## src/aphc_pkg.sv

```systemverilog
// Shared constants and types for the address unit hazard control block
// ==========================================================================
package aphc_pkg;
    // ======================================================================
    // Register map, byte addresses
    localparam logic [7:0]  OFF_PC     = 8'h00;
    localparam logic [7:0]  OFF_SR     = 8'h04;
    localparam logic [7:0]  OFF_LA     = 8'h08;
    localparam logic [7:0]  OFF_LC     = 8'h0c;
    localparam logic [7:0]  OFF_OMR    = 8'h10;
    localparam logic [7:0]  OFF_LSTK   = 8'h14;
    localparam logic [7:0]  OFF_HZST   = 8'h18;
    localparam logic [7:0]  OFF_CTRL   = 8'h1c;
    localparam logic [7:0]  OFF_STCNT  = 8'h20;
    // ======================================================================
    // Field positions and reset values
    localparam int          LF_BIT     = 9;
    localparam int          NL_BIT     = 15;
    localparam int          HZ_W       = 3;
    localparam int          HZ_PTR     = 0;
    localparam int          HZ_BFOFF   = 1;
    localparam int          HZ_SPCALL  = 2;
    localparam int          CTRL_ILOCK = 0;
    localparam logic [15:0] SR_RESET   = 16'h0000;
    localparam logic [15:0] OMR_RESET  = 16'h0000;
    localparam logic [15:0] CTRL_RESET = 16'h0001;
    // ======================================================================
    // Register codes on the decode port
    localparam logic [3:0]  REG_PTR1   = 4'h1;
    localparam logic [3:0]  REG_OFFSET = 4'h4;
    localparam logic [3:0]  REG_STACK  = 4'h5;
    localparam logic [3:0]  REG_MODULO = 4'h6;
    localparam logic [3:0]  REG_STATUS = 4'h7;
    localparam logic [3:0]  REG_NONE   = 4'hf;
    // ======================================================================
    // Decode classes and modes
    typedef enum logic [2:0] {
        MODE_NONE    = 3'h0,
        MODE_NOUPD   = 3'h1,
        MODE_POSTINC = 3'h2,
        MODE_POSTDEC = 3'h3,
        MODE_POSTN   = 3'h4,
        MODE_IDXN    = 3'h5,
        MODE_IDXIMM  = 3'h6
    } aphc_mode_t;
    typedef enum logic [2:0] {
        CLS_OTHER  = 3'h0,
        CLS_MOVE   = 3'h1,
        CLS_BFMOD  = 3'h2,
        CLS_BFTEST = 3'h3,
        CLS_BITBR  = 3'h4,
        CLS_LOOP   = 3'h5,
        CLS_CALL   = 3'h6
    } aphc_class_t;
    typedef enum logic [1:0] {
        BF_SET = 2'h0,
        BF_CLR = 2'h1,
        BF_CHG = 2'h2
    } aphc_bfop_t;
endpackage

```

## src/aphc_hazard_ctrl.sv

```systemverilog
// Address unit interlock, status modify sequencing and loop control
`timescale 1ns/100ps
module aphc_hazard_ctrl #(
    parameter int LOOP_CNT_W  = 13,
    parameter int STACK_DEPTH = 2
) (
    // Clock and reset
    input  logic                      clock,
    input  logic                      rst_n,
    // Wishbone slave
    input  logic                      wb_cyc_i,
    input  logic                      wb_stb_i,
    input  logic                      wb_we_i,
    input  logic [7:0]                wb_adr_i,
    input  logic [31:0]               wb_dat_i,
    input  logic [3:0]                wb_sel_i,
    output logic [31:0]               wb_dat_o,
    output logic                      wb_ack_o,
    // Decode stage
    input  logic                      decValid,
    input  aphc_pkg::aphc_class_t     decClass,
    input  aphc_pkg::aphc_mode_t      decMode,
    input  logic [3:0]                decAddrReg,
    input  logic [3:0]                decWrDest,
    input  aphc_pkg::aphc_bfop_t      decBfOp,
    input  logic [15:0]               decBfMask,
    input  logic [LOOP_CNT_W-1:0]     decLoopCount,
    input  logic [15:0]               decLoopEnd,
    input  logic [15:0]               decLoopTop,
    // Fetch stage
    input  logic                      fetchValid,
    input  logic [15:0]               fetchPc,
    // Pipeline control
    output logic                      stall,
    output logic                      loopActive,
    output logic                      loopBranch,
    output logic [15:0]               loopTarget
);
    localparam int DEPTH_W = $clog2(STACK_DEPTH + 1);

    if (LOOP_CNT_W < 1 || LOOP_CNT_W > 16 || STACK_DEPTH < 2) begin : g_bad_param
        $error("aphc_hazard_ctrl: unsupported parameter value");
    end

    // ======================================================================
    // Declarations
    logic [3:0]            lastDest_r,   lastDestNxt;
    logic                  lastBf_r,     lastBfNxt;
    logic [aphc_pkg::HZ_W-1:0] hz_r,     hzNxt;
    logic [15:0]           stCnt_r,      stCntNxt;
    logic [15:0]           sr_r,         srNxt;
    logic [15:0]           la_r,         laNxt;
    logic [LOOP_CNT_W-1:0] lc_r,         lcNxt;
    logic [15:0]           omr_r,        omrNxt;
    logic [15:0]           ctrl_r,       ctrlNxt;
    logic [15:0]           pc_r,         pcNxt;
    logic [15:0]           stk_r [STACK_DEPTH];
    logic [15:0]           stkNxt [STACK_DEPTH];
    logic [DEPTH_W-1:0]    depth_r,      depthNxt;
    logic                  bf1_r,        bf1Nxt;
    logic                  bf2_r,        bf2Nxt;
    logic [15:0]           bfMask_r,     bfMaskNxt;
    aphc_pkg::aphc_bfop_t  bfOp_r,       bfOpNxt;
    logic [15:0]           bfRes_r,      bfResNxt;
    logic                  doPend_r,     doPendNxt;
    logic [LOOP_CNT_W-1:0] doCount_r,    doCountNxt;
    logic [15:0]           doEnd_r,      doEndNxt;
    logic [15:0]           doTop_r,      doTopNxt;
    logic                  branch_r,     branchNxt;
    logic [15:0]           target_r,     targetNxt;
    logic                  ack_r,        ackNxt;
    logic [15:0]           dat_r,        datNxt;
    logic                  accept;
    logic                  usesArith;
    logic                  usesOffset;
    logic                  ilockEn;
    logic                  busReq;
    logic                  busWr;
    logic                  endHit;
    logic                  push;
    logic                  pop;
    logic [15:0]           pushVal;
    logic [15:0]           rdData;
    logic [7:0]            addr;

    function automatic logic [15:0] merge16(input logic [15:0] old, input logic [31:0] d,
                                            input logic [3:0] sel);
        merge16 = old;
        if (sel[0]) begin
            merge16[7:0] = d[7:0];
        end
        if (sel[1]) begin
            merge16[15:8] = d[15:8];
        end
    endfunction

    function automatic logic [15:0] bfApply(input logic [15:0] v, input logic [15:0] m,
                                            input aphc_pkg::aphc_bfop_t op);
        case (op)
            aphc_pkg::BF_SET: bfApply = v | m;
            aphc_pkg::BF_CLR: bfApply = v & ~m;
            default:          bfApply = v ^ m;
        endcase
    endfunction

    // ======================================================================
    // Hazard detection
    assign ilockEn    = ctrl_r[aphc_pkg::CTRL_ILOCK];
    // Indexed immediate and plain moves take no part
    assign usesArith  = decMode inside {aphc_pkg::MODE_NOUPD, aphc_pkg::MODE_POSTINC,
                                        aphc_pkg::MODE_POSTDEC, aphc_pkg::MODE_POSTN,
                                        aphc_pkg::MODE_IDXN};
    // Any base, stack included, post-update or indexed
    assign usesOffset = decMode == aphc_pkg::MODE_POSTN || decMode == aphc_pkg::MODE_IDXN;
    // Only a plain offset write followed by an offset use holds decode
    assign stall      = ilockEn && decValid && usesOffset && !lastBf_r
                        && lastDest_r == aphc_pkg::REG_OFFSET;
    assign accept     = decValid && !stall;
    assign addr       = {wb_adr_i[7:2], 2'b00};
    assign busReq     = wb_cyc_i && wb_stb_i;
    assign busWr      = busReq && wb_we_i && ack_r;

    always_comb begin
        lastDestNxt = aphc_pkg::REG_NONE;
        lastBfNxt   = 1'b0;
        // Tests and bit branches write nothing, so they leave no trace
        if (accept && (decClass == aphc_pkg::CLS_MOVE || decClass == aphc_pkg::CLS_BFMOD)) begin
            lastDestNxt = decWrDest;
            lastBfNxt   = decClass == aphc_pkg::CLS_BFMOD;
        end
        hzNxt = hz_r;
        if (busWr && addr == aphc_pkg::OFF_HZST && wb_sel_i[0]) begin
            hzNxt = hz_r & ~wb_dat_i[aphc_pkg::HZ_W-1:0];
        end
        // Unprotected sequences are only recorded; set beats clear
        if (accept && usesArith && lastDest_r == decAddrReg) begin
            hzNxt[aphc_pkg::HZ_PTR] = 1'b1;
        end
        if (accept && usesArith && lastDest_r == aphc_pkg::REG_MODULO
            && decAddrReg <= aphc_pkg::REG_PTR1) begin
            hzNxt[aphc_pkg::HZ_PTR] = 1'b1;
        end
        if (accept && usesOffset && lastBf_r && lastDest_r == aphc_pkg::REG_OFFSET) begin
            hzNxt[aphc_pkg::HZ_BFOFF] = 1'b1;
        end
        if (accept && decClass == aphc_pkg::CLS_CALL && lastDest_r == aphc_pkg::REG_STACK) begin
            hzNxt[aphc_pkg::HZ_SPCALL] = 1'b1;
        end
        stCntNxt = (busWr && addr == aphc_pkg::OFF_STCNT) ? 16'h0000 : stCnt_r;
        stCntNxt = stCntNxt + {15'h0000, stall};
    end

    always_ff @(posedge clock) begin
        if (!rst_n) begin
            lastDest_r <= aphc_pkg::REG_NONE;
            lastBf_r   <= 1'b0;
            hz_r       <= '0;
            stCnt_r    <= 16'h0000;
        end else begin
            lastDest_r <= lastDestNxt;
            lastBf_r   <= lastBfNxt;
            hz_r       <= hzNxt;
            stCnt_r    <= stCntNxt;
        end
    end

    // ======================================================================
    // Register read mux
    always_comb begin
        case (addr)
            aphc_pkg::OFF_PC:    rdData = pc_r;
            aphc_pkg::OFF_SR:    rdData = sr_r;
            aphc_pkg::OFF_LA:    rdData = la_r;
            aphc_pkg::OFF_LC:    rdData = 16'(lc_r);
            aphc_pkg::OFF_OMR:   rdData = omr_r;
            aphc_pkg::OFF_LSTK:  rdData = stk_r[0];
            aphc_pkg::OFF_HZST:  rdData = 16'(hz_r);
            aphc_pkg::OFF_CTRL:  rdData = ctrl_r;
            aphc_pkg::OFF_STCNT: rdData = stCnt_r;
            default:             rdData = 16'h0000;
        endcase
    end

    // ======================================================================
    // Program controller state
    assign endHit = sr_r[aphc_pkg::LF_BIT] && fetchValid && fetchPc == la_r && !doPend_r;

    always_comb begin
        srNxt      = sr_r;
        laNxt      = la_r;
        lcNxt      = lc_r;
        omrNxt     = omr_r;
        ctrlNxt    = ctrl_r;
        depthNxt   = depth_r;
        stkNxt     = stk_r;
        bfMaskNxt  = bfMask_r;
        bfOpNxt    = bfOp_r;
        bfResNxt   = bfRes_r;
        doCountNxt = doCount_r;
        doEndNxt   = doEnd_r;
        doTopNxt   = doTop_r;
        targetNxt  = target_r;
        branchNxt  = 1'b0;
        push       = 1'b0;
        pop        = 1'b0;
        pushVal    = doTop_r;
        ackNxt     = busReq && !ack_r;
        datNxt     = (busReq && !ack_r) ? rdData : dat_r;
        pcNxt      = fetchValid ? fetchPc : pc_r;
        bf1Nxt     = accept && decClass == aphc_pkg::CLS_BFMOD && decWrDest == aphc_pkg::REG_STATUS;
        bf2Nxt     = bf1_r;
        doPendNxt  = accept && decClass == aphc_pkg::CLS_LOOP;
        if (bf1Nxt) begin
            bfMaskNxt = decBfMask;
            bfOpNxt   = decBfOp;
        end
        if (doPendNxt) begin
            doCountNxt = decLoopCount;
            doEndNxt   = decLoopEnd;
            doTopNxt   = decLoopTop;
        end
        // First execute cycle samples the status word
        if (bf1_r) begin
            bfResNxt = bfApply(sr_r, bfMask_r, bfOp_r);
        end
        if (busWr) begin
            case (addr)
                aphc_pkg::OFF_SR:   srNxt   = merge16(sr_r, wb_dat_i, wb_sel_i);
                aphc_pkg::OFF_LA:   laNxt   = merge16(la_r, wb_dat_i, wb_sel_i);
                aphc_pkg::OFF_LC:   lcNxt   = LOOP_CNT_W'(merge16(16'(lc_r), wb_dat_i, wb_sel_i));
                aphc_pkg::OFF_OMR:  omrNxt  = merge16(omr_r, wb_dat_i, wb_sel_i);
                aphc_pkg::OFF_CTRL: ctrlNxt = merge16(ctrl_r, wb_dat_i, wb_sel_i);
                aphc_pkg::OFF_LSTK: begin
                    push    = 1'b1;
                    pushVal = merge16(stk_r[0], wb_dat_i, wb_sel_i);
                end
                default: ;
            endcase
        end
        if (endHit) begin
            if (lc_r != LOOP_CNT_W'(1)) begin
                lcNxt     = lc_r - 1'b1;
                branchNxt = 1'b1;
                targetNxt = stk_r[0];
            end else begin
                srNxt[aphc_pkg::LF_BIT] = omr_r[aphc_pkg::NL_BIT];
                pop = 1'b1;
            end
        end
        // Cycle after loop decode raises the flag and saves the outer one
        if (doPend_r) begin
            srNxt[aphc_pkg::LF_BIT]  = 1'b1;
            omrNxt[aphc_pkg::NL_BIT] = sr_r[aphc_pkg::LF_BIT];
            laNxt   = doEnd_r;
            lcNxt   = doCount_r;
            push    = 1'b1;
            pushVal = doTop_r;
        end
        // Second execute cycle writes back; a stale copy overrides the loop set
        if (bf2_r) begin
            srNxt = bfRes_r;
        end
        // Flag dropped in a cycle without an end-address hit still ends the loop
        if (sr_r[aphc_pkg::LF_BIT] && !srNxt[aphc_pkg::LF_BIT] && !endHit) begin
            pop = 1'b1;
        end
        if (push && !pop) begin
            stkNxt[0] = pushVal;
            for (int i = 1; i < STACK_DEPTH; i++) begin
                stkNxt[i] = stk_r[i-1];
            end
            if (depth_r != DEPTH_W'(STACK_DEPTH)) begin
                depthNxt = depth_r + 1'b1;
            end
        end else if (pop && !push) begin
            for (int i = 0; i < STACK_DEPTH - 1; i++) begin
                stkNxt[i] = stk_r[i+1];
            end
            if (depth_r != '0) begin
                depthNxt = depth_r - 1'b1;
            end
        end
    end

    always_ff @(posedge clock) begin
        if (!rst_n) begin
            sr_r      <= aphc_pkg::SR_RESET;
            la_r      <= 16'h0000;
            lc_r      <= '0;
            omr_r     <= aphc_pkg::OMR_RESET;
            ctrl_r    <= aphc_pkg::CTRL_RESET;
            pc_r      <= 16'h0000;
            stk_r     <= '{default: 16'h0000};
            depth_r   <= '0;
            bf1_r     <= 1'b0;
            bf2_r     <= 1'b0;
            bfMask_r  <= 16'h0000;
            bfOp_r    <= aphc_pkg::BF_SET;
            bfRes_r   <= 16'h0000;
            doPend_r  <= 1'b0;
            doCount_r <= '0;
            doEnd_r   <= 16'h0000;
            doTop_r   <= 16'h0000;
            branch_r  <= 1'b0;
            target_r  <= 16'h0000;
            ack_r     <= 1'b0;
            dat_r     <= 16'h0000;
        end else begin
            sr_r      <= srNxt;
            la_r      <= laNxt;
            lc_r      <= lcNxt;
            omr_r     <= omrNxt;
            ctrl_r    <= ctrlNxt;
            pc_r      <= pcNxt;
            stk_r     <= stkNxt;
            depth_r   <= depthNxt;
            bf1_r     <= bf1Nxt;
            bf2_r     <= bf2Nxt;
            bfMask_r  <= bfMaskNxt;
            bfOp_r    <= bfOpNxt;
            bfRes_r   <= bfResNxt;
            doPend_r  <= doPendNxt;
            doCount_r <= doCountNxt;
            doEnd_r   <= doEndNxt;
            doTop_r   <= doTopNxt;
            branch_r  <= branchNxt;
            target_r  <= targetNxt;
            ack_r     <= ackNxt;
            dat_r     <= datNxt;
        end
    end

    assign wb_ack_o   = ack_r;
    assign wb_dat_o   = {16'h0000, dat_r};
    assign loopActive = sr_r[aphc_pkg::LF_BIT];
    assign loopBranch = branch_r;
    assign loopTarget = target_r;
endmodule

```

## config.mk

```make
export PLATFORM = sky130hd
export DESIGN_NAME = aphc_hazard_ctrl
export DESIGN_NICKNAME = d
export VERILOG_FILES = /design/src/aphc_pkg.sv /design/src/aphc_hazard_ctrl.sv
export SDC_FILE = /design/constraint.sdc
export NUM_CORES = 1
export LEC_CHECK = 0
export BUFFER_PORTS_ARGS = -buffer_cell sky130_fd_sc_hd__buf_2
export CORE_MARGIN = 1
export CORE_UTILIZATION = 57
export CTS_BUF_LIST = sky130_fd_sc_hd__clkbuf_16
export DETAILED_ROUTE_END_ITERATION = 10
export GPL_TIMING_DRIVEN = 0
export PLACE_DENSITY = 0.78
export SLEW_MARGIN = 40
export SYNTH_ARGS = -nofsm -noshare
export SYNTH_HDL_FRONTEND = slang
export SYNTH_SLANG_ARGS = --single-unit
```

## constraint.sdc

```tcl
create_clock -name clock -period 3.7 [get_ports clock]
set_clock_uncertainty 0.2 [all_clocks]
set_input_delay 0.37 -clock clock [delete_from_list [all_inputs] [get_ports clock]]
set_output_delay 0.37 -clock clock [all_outputs]
set_load 0.05 [all_outputs]
```

; ---- After elaboration in Yosys (flattened, before gate mapping)
; Index checks and enable logic that the tools add are counted.
[op_classes]
addsub = 2
n_lt_le_gt_ge = 1
eq_ne = 27
mux = 44
bitwise = 6
n_reduce_logical = 72
[op_table]
columns = op, n
row1 = $mux W16, 14
row2 = $pmux W16 S9, 1
row3 = $mux W13, 5
row4 = $mux W8, 6
row5 = $logic_and A1 B1 Y1, 32
row6 = $pmux W16 S2, 1
row7 = $reduce_and A3 Y1, 9
row8 = $eq A6 B3 Y1 const B, 4
row9 = $reduce_bool A2 Y1, 12
row10 = $add A16 B1 Y16, 1
row11 = $and A16 B16 Y16, 1
row12 = $eq A16 B16 Y1, 1
row13 = $eq A4 B3 Y1 const B, 4
row14 = $not A16 Y16, 1
row15 = $or A16 B16 Y16, 1
row16 = $xor A16 B16 Y16, 1
row17 = $mux W1, 15
row18 = $ne A13 B1 Y1 const B, 1
row19 = $sub A13 B1 Y13 const B, 1
row20 = $eq A3 B3 Y1 const B, 4
row21 = $eq A6 B2 Y1 const B, 2
row22 = $ne A5 B5 Y1 const B, 2
row23 = $reduce_and A2 Y1, 5
row24 = $eq A3 B2 Y1 const B, 3
row25 = 16 further kinds, 25
[word_totals]
regBits = 265
in_bits = 144
out_inout_bits = 52
word_cells = 186

; ---- Logic depth before layout (Yosys ltp)
[depth]
word_depth = 16
ltp_mapped = 12

; ---- Worst setup path after synthesis
; OpenSTA, ideal clock, no wires.
[synth_path]
kind = flip-flop to flip-flop
start = register lastDest_r[2]
end = register stCnt_r[15]
setup_ns = 0.070
arrival_time_ns = 2.830
t_required_ns = 3.430
setup_slack_ns = 0.600
path_stages_with_launch = 9
n_path_buf = 0
period_less_slack_ns = 3.100
path_cell_list = dfxtp_1 -> or3b_2 -> nor4b_1 -> and4_1 -> ha_1 -> and2_1 -> nand4_1 -> or3_1 -> a21oi_1
[synth_via]
elab_chain_len = 3
[synth_rtl]
columns = item, line_no
row1 = start: declaration, aphc_hazard_ctrl.sv:47  ; logic [3:0] lastDest_r, lastDestNxt;
row2 = start signal: assignment, aphc_hazard_ctrl.sv:155  ; lastDest_r <= aphc_pkg::REG_NONE;
row3 = start signal: assignment, aphc_hazard_ctrl.sv:160  ; lastDest_r <= lastDestNxt;
row4 = $eq A4 B3 Y1, aphc_hazard_ctrl.sv:117  ; && lastDest_r == aphc_pkg::REG_OFFSET;
row5 = $logic_and A1 B1 Y1, aphc_hazard_ctrl.sv:117
row6 = net stall, aphc_hazard_ctrl.sv:34  ; output logic stall,
row7 = $add A16 B1 Y16, aphc_hazard_ctrl.sv:150  ; stCntNxt = stCntNxt + {15'h0000, stall};
row8 = end signal: assignment, aphc_hazard_ctrl.sv:163  ; stCnt_r <= stCntNxt;
row9 = end: declaration, aphc_hazard_ctrl.sv:50  ; logic [15:0] stCnt_r, stCntNxt;
; The timed path passes the listed nets, and every way through them passes these cells.
; A chain may end at the register's enable or synchronous reset.

; ---- Worst setup path after layout
[layout_path]
start = register doPend_r
end = register stk_r[21] (netlist bit)
[layout_via]
elab_chain_len = 13
elab_cells_between_ends = 21
classes_between = eq/ne (1) / mux (8) / reduce/logical (12)
[layout_rtl]
columns = item, line_no
row1 = start: declaration, aphc_hazard_ctrl.sv:65  ; logic doPend_r, doPendNxt;
row2 = start signal: assignment, aphc_hazard_ctrl.sv:322  ; doPend_r <= doPendNxt;
row3 = $logic_not A1 Y1, aphc_hazard_ctrl.sv:186  ; assign endHit = sr_r[aphc_pkg::LF_BIT] && fetchValid && fetchPc == la_r && !doPend_r;
row4 = $logic_and A1 B1 Y1, aphc_hazard_ctrl.sv:186
row5 = $mux W1, aphc_hazard_ctrl.sv:240  ; if (endHit) begin
row6 = $mux W1, aphc_hazard_ctrl.sv:251  ; if (doPend_r) begin
row7 = $mux W16, aphc_hazard_ctrl.sv:260  ; if (bf2_r) begin
row8 = $logic_not A1 Y1, aphc_hazard_ctrl.sv:264  ; if (sr_r[aphc_pkg::LF_BIT] && !srNxt[aphc_pkg::LF_BIT] && !endHit) begin
row9 = $logic_and A1 B1 Y1 (2 in series), aphc_hazard_ctrl.sv:264
row10 = $mux W1, aphc_hazard_ctrl.sv:264
row11 = $logic_not A1 Y1, aphc_hazard_ctrl.sv:267  ; if (push && !pop) begin
row12 = $logic_and A1 B1 Y1, aphc_hazard_ctrl.sv:267
row13 = $ne A5 B5 Y1 (no line) / $reduce_bool A2 Y1 (equally long branches), -
row14 = $reduce_and A2 Y1 (no line), -
row15 = end signal: assignment, aphc_hazard_ctrl.sv:315  ; stk_r <= stkNxt;
row16 = end: declaration, aphc_hazard_ctrl.sv:57  ; logic [15:0] stk_r [STACK_DEPTH];
; Parallel ways exist; a longest one is shown, timed or not.

==> out/results.txt <==
post-synth top area share -> 0.421
antenna viol nets, final -> 0
drt total wl -> 42.6 mm
Worst path slowest cell -> nor3_1
Post-synth ARST share -> 0
Sw Share -> 0.235
Leak Pwr -> 6.52 nW
Vias/cell -> 5.98
DRT iter0 DRCs -> 1294
grt total ovfl -> 0
Pre-Repair DR Iteration Count -> 6
MaxCap Viol Count -> 0
maximum clock insertion buffer count -> 3
register area -> 5310 um^2
min-delay worst type -> in2reg
CP required -> 3.94 ns
top post-synthesis cells by area -> dfxtp_1 42%, mux2i_1 10%, nand2_1 6.8%, nor2_1 5.0%, a21oi_1 3.6%
PnR Total Power -> 6.20 mW
EDFF count, synth -> 0
status -> completed
kind of critical path -> reg2reg
synth cell count leaders -> 265 x dfxtp_1, 229 x nand2_1, 167 x nor2_1
Slew HR -> 0.441
Vias -> 12400
RSZ-0062 raised after global routing -> false
Core Footprint -> 21800 um^2
nets -> 1953
Pins Over Slew Limit -> 0
Highest Clock Rate -> 299 MHz
final worst setup slack -> 0.357 ns
Tcrit/Tclk final -> 0.903
WP buf/inv -> 2
Final Hold Slack -> 0.0104 ns
Crit. End Element -> flop
clock slew at reported path FFs -> 0.06 ns
pre-CTS WS -> 0.289 ns
Die ar. -> 22700 um^2
die height -> 151 um
area grow syn2layout -> 24.1%
peak fanout along the critical path -> 10
Critical Path Start Type -> flop
Top-Level Pins -> 196
syn_area_per_cell -> 8.50 um^2
flop2flop setup slack -> 0.36 ns
GRT Total Usage -> 0.375
row count -> 54
Finished Core Util -> 0.718
port bufs -> 156
# diodes -> 0
pin count of the biggest net entering global routing -> 15
antenna violations before repair -> 0
Pwr per Cell Area -> 397 nW/um^2
global-route wire length before repair -> 64.1 mm
Post-Place Cells -> 1933
Hold Vio Cnt, Final -> 0
VDD IR max -> 0.311 mV
share of layout cells above drive strength 1 -> 0.145
Final min period -> 3.34 ns
Die Span X -> 151 um
clk_lat worst skew -> 0.53 ns
Total Negative Setup Slacks -> 0 ns
filler cell count -> 1671
Clk network pwr share -> 0.455
post-synth cell types -> 60
Post-Layout Inst Area -> 15600 um^2
Finished Layout Cells -> 2071
Slew @ Worst Pin -> 0.838 ns
post_cts resized -> 0
Synth Warn # -> 0
Cell Area, Placed -> 13800 um^2
Setup violations, final -> 0
DRC Markers -> 0
Synth Instances -> 1482
Initial Util -> 0.579
multi-input logic area -> 6670 um^2
Arr. time, crit path -> 3.58 ns
Worst path max stage delay -> 0.45 ns
#FFs+latches synth -> 265
sequential element share of the synthesized area -> 0.421
cell taking the most area after synthesis -> dfxtp_1
CTS Buf Count -> 27
TritonCTS clock tree -> yes
number of global-route vias before repair -> 11700
CTS Root Buffer Type -> clkbuf_16
most frequent cell on the critical path -> clkbuf_1
Pint -> 4.74 mW
Seq pwr share -> 0.469
top_reg_cell synth -> dfxtp_1
top-count cell post-synth -> dfxtp_1
sw power -> 1.46 mW
H-Tree Level Count -> 1
CP top delay family -> simple AND/OR/NAND/NOR gates
Final Wtd Congestion -> 0.983
synthesized area -> 12600 um^2
critical-path cell list -> clkbuf_1 -> and3b_1 -> nand2_1 -> nor3_1 -> and3_1 -> clkbuf_1 -> or3_4 -> nand3_1 -> o22ai_1
DP Wirelength -> 30.3 mm
clk sinks -> 265
Combinational Power Share -> 0.077
WL/cell -> 20.6 um
## path summary, 6_finish.rpt
kind            startpoint       endpoint  cells past startpoint
max               doPend_r      stk_r[21]                      9
min           wb_dat_i[13]      omr_r[13]                      3
max reg2reg       doPend_r      stk_r[21]                      9
min reg2reg  loopTarget[9]  loopTarget[9]                      2
## flip-flops by register name (all words and copies together) (netlist names), 2 cells and up
register / cells
lc_r: 13
pc_r: 16
hz_r: 3
bfOp_r: 2
bfRes_r: 16
doCount_r: 13
sr_r: 16
stCnt_r: 16
bfMask_r: 16
dat_r: 16
la_r: 16
lastDest_r: 4
stk_r: 32
doEnd_r: 16
ctrl_r: 16
omr_r: 16
doTop_r: 16
loopTarget: 16
## repair_timing
action	CTS	global route
hold buffers	91	0
hold endpoints to repair	86	0
endpoints found under the setup margin	0	0
buffers inserted	0	0
## power groups by stage
stage / logic (mW) / registers [mW] / clock network (mW)
after global routing: 0.500 / 2.91 / 2.93
final: 0.476 / 2.91 / 2.82
after global placement: 0.374 / 2.97 / 0
after detailed placement: 0.381 / 2.97 / 0
after CTS: 0.454 / 2.90 / 2.82
after floorplan: 0.209 / 2.96 / 0
## worst reg2reg max path: stages (launching register included)
cell and delay, ns:
dfxtp_1 0.30, clkbuf_1 0.35, and3b_1 0.36, nand2_1 0.08, nor3_1 0.45, and3_1 0.23, clkbuf_1 0.44, or3_4 0.25
nand3_1 0.30, o22ai_1 0.31
## cells in the final DEF, fill, tap and decap left out, types with 5 or more instances in the layout
| cell type | count |
|---|---|
| a211oi_1 | 24 |
| a21oi_1 | 90 |
| a221oi_1 | 12 |
| a22o_1 | 10 |
| a22oi_1 | 49 |
| a311oi_1 | 10 |
| and2_1 | 12 |
| and3_1 | 9 |
| buf_1 | 5 |
| buf_2 | 159 |
| buf_4 | 16 |
| buf_6 | 6 |
| bufinv_16 | 5 |
| clkbuf_1 | 77 |
| clkbuf_16 | 27 |
| clkinv_2 | 7 |
| conb_1 | 16 |
| dfxtp_1 | 265 |
| dlygate4sd3_1 | 91 |
| ha_1 | 36 |
| inv_1 | 57 |
| mux2_2 | 23 |
| mux2i_1 | 126 |
| nand2_1 | 229 |
| nand2b_1 | 9 |
| nand3_1 | 50 |
| nand4_1 | 13 |
| nor2_1 | 167 |
| nor2b_1 | 6 |
| nor3_1 | 17 |
| o211ai_1 | 16 |
| o21ai_0 | 35 |
| o22ai_1 | 16 |
| o31ai_1 | 6 |
| or3_1 | 11 |
| xnor2_1 | 21 |
| xor2_1 | 9 |
## final cells by class
cell class                      instances  area share
Clock buffer                           27      0.0432
Timing Repair Buffer                  247       0.108
Multi-Input combinational cell       1071       0.427
Buffer                                108      0.0330
Inverter                               53      0.0127
Clock inverter                         20      0.0142
Sequential cell                       265       0.339
Tap cell                              280      0.0224
## routing by layer
layer  global-route usage  part of all wire
met5                    0                 0
met4                0.193             0.054
met3               0.0773              0.10
met2                0.600              0.45
met1                0.477              0.40
## cell families (layout without fill, tap and decap cells)
group / count (synthesis) / count (layout) / share of synthesized area
flip-flops: 265 / 265 / 0.421
AND/OR/NAND/NOR: 554 / 554 / 0.194
buffers and inverters: 161 / 455 / 0.0567
XOR/XNOR: 30 / 30 / 0.0209
multiplexers: 149 / 149 / 0.121
AO/OA/AOI/OAI: 286 / 286 / 0.150
adder cells (fa/ha/maj): 36 / 36 / 0.0358
other: 1 / 16 / 0.000298
Power figures use the tool's default switching activity.
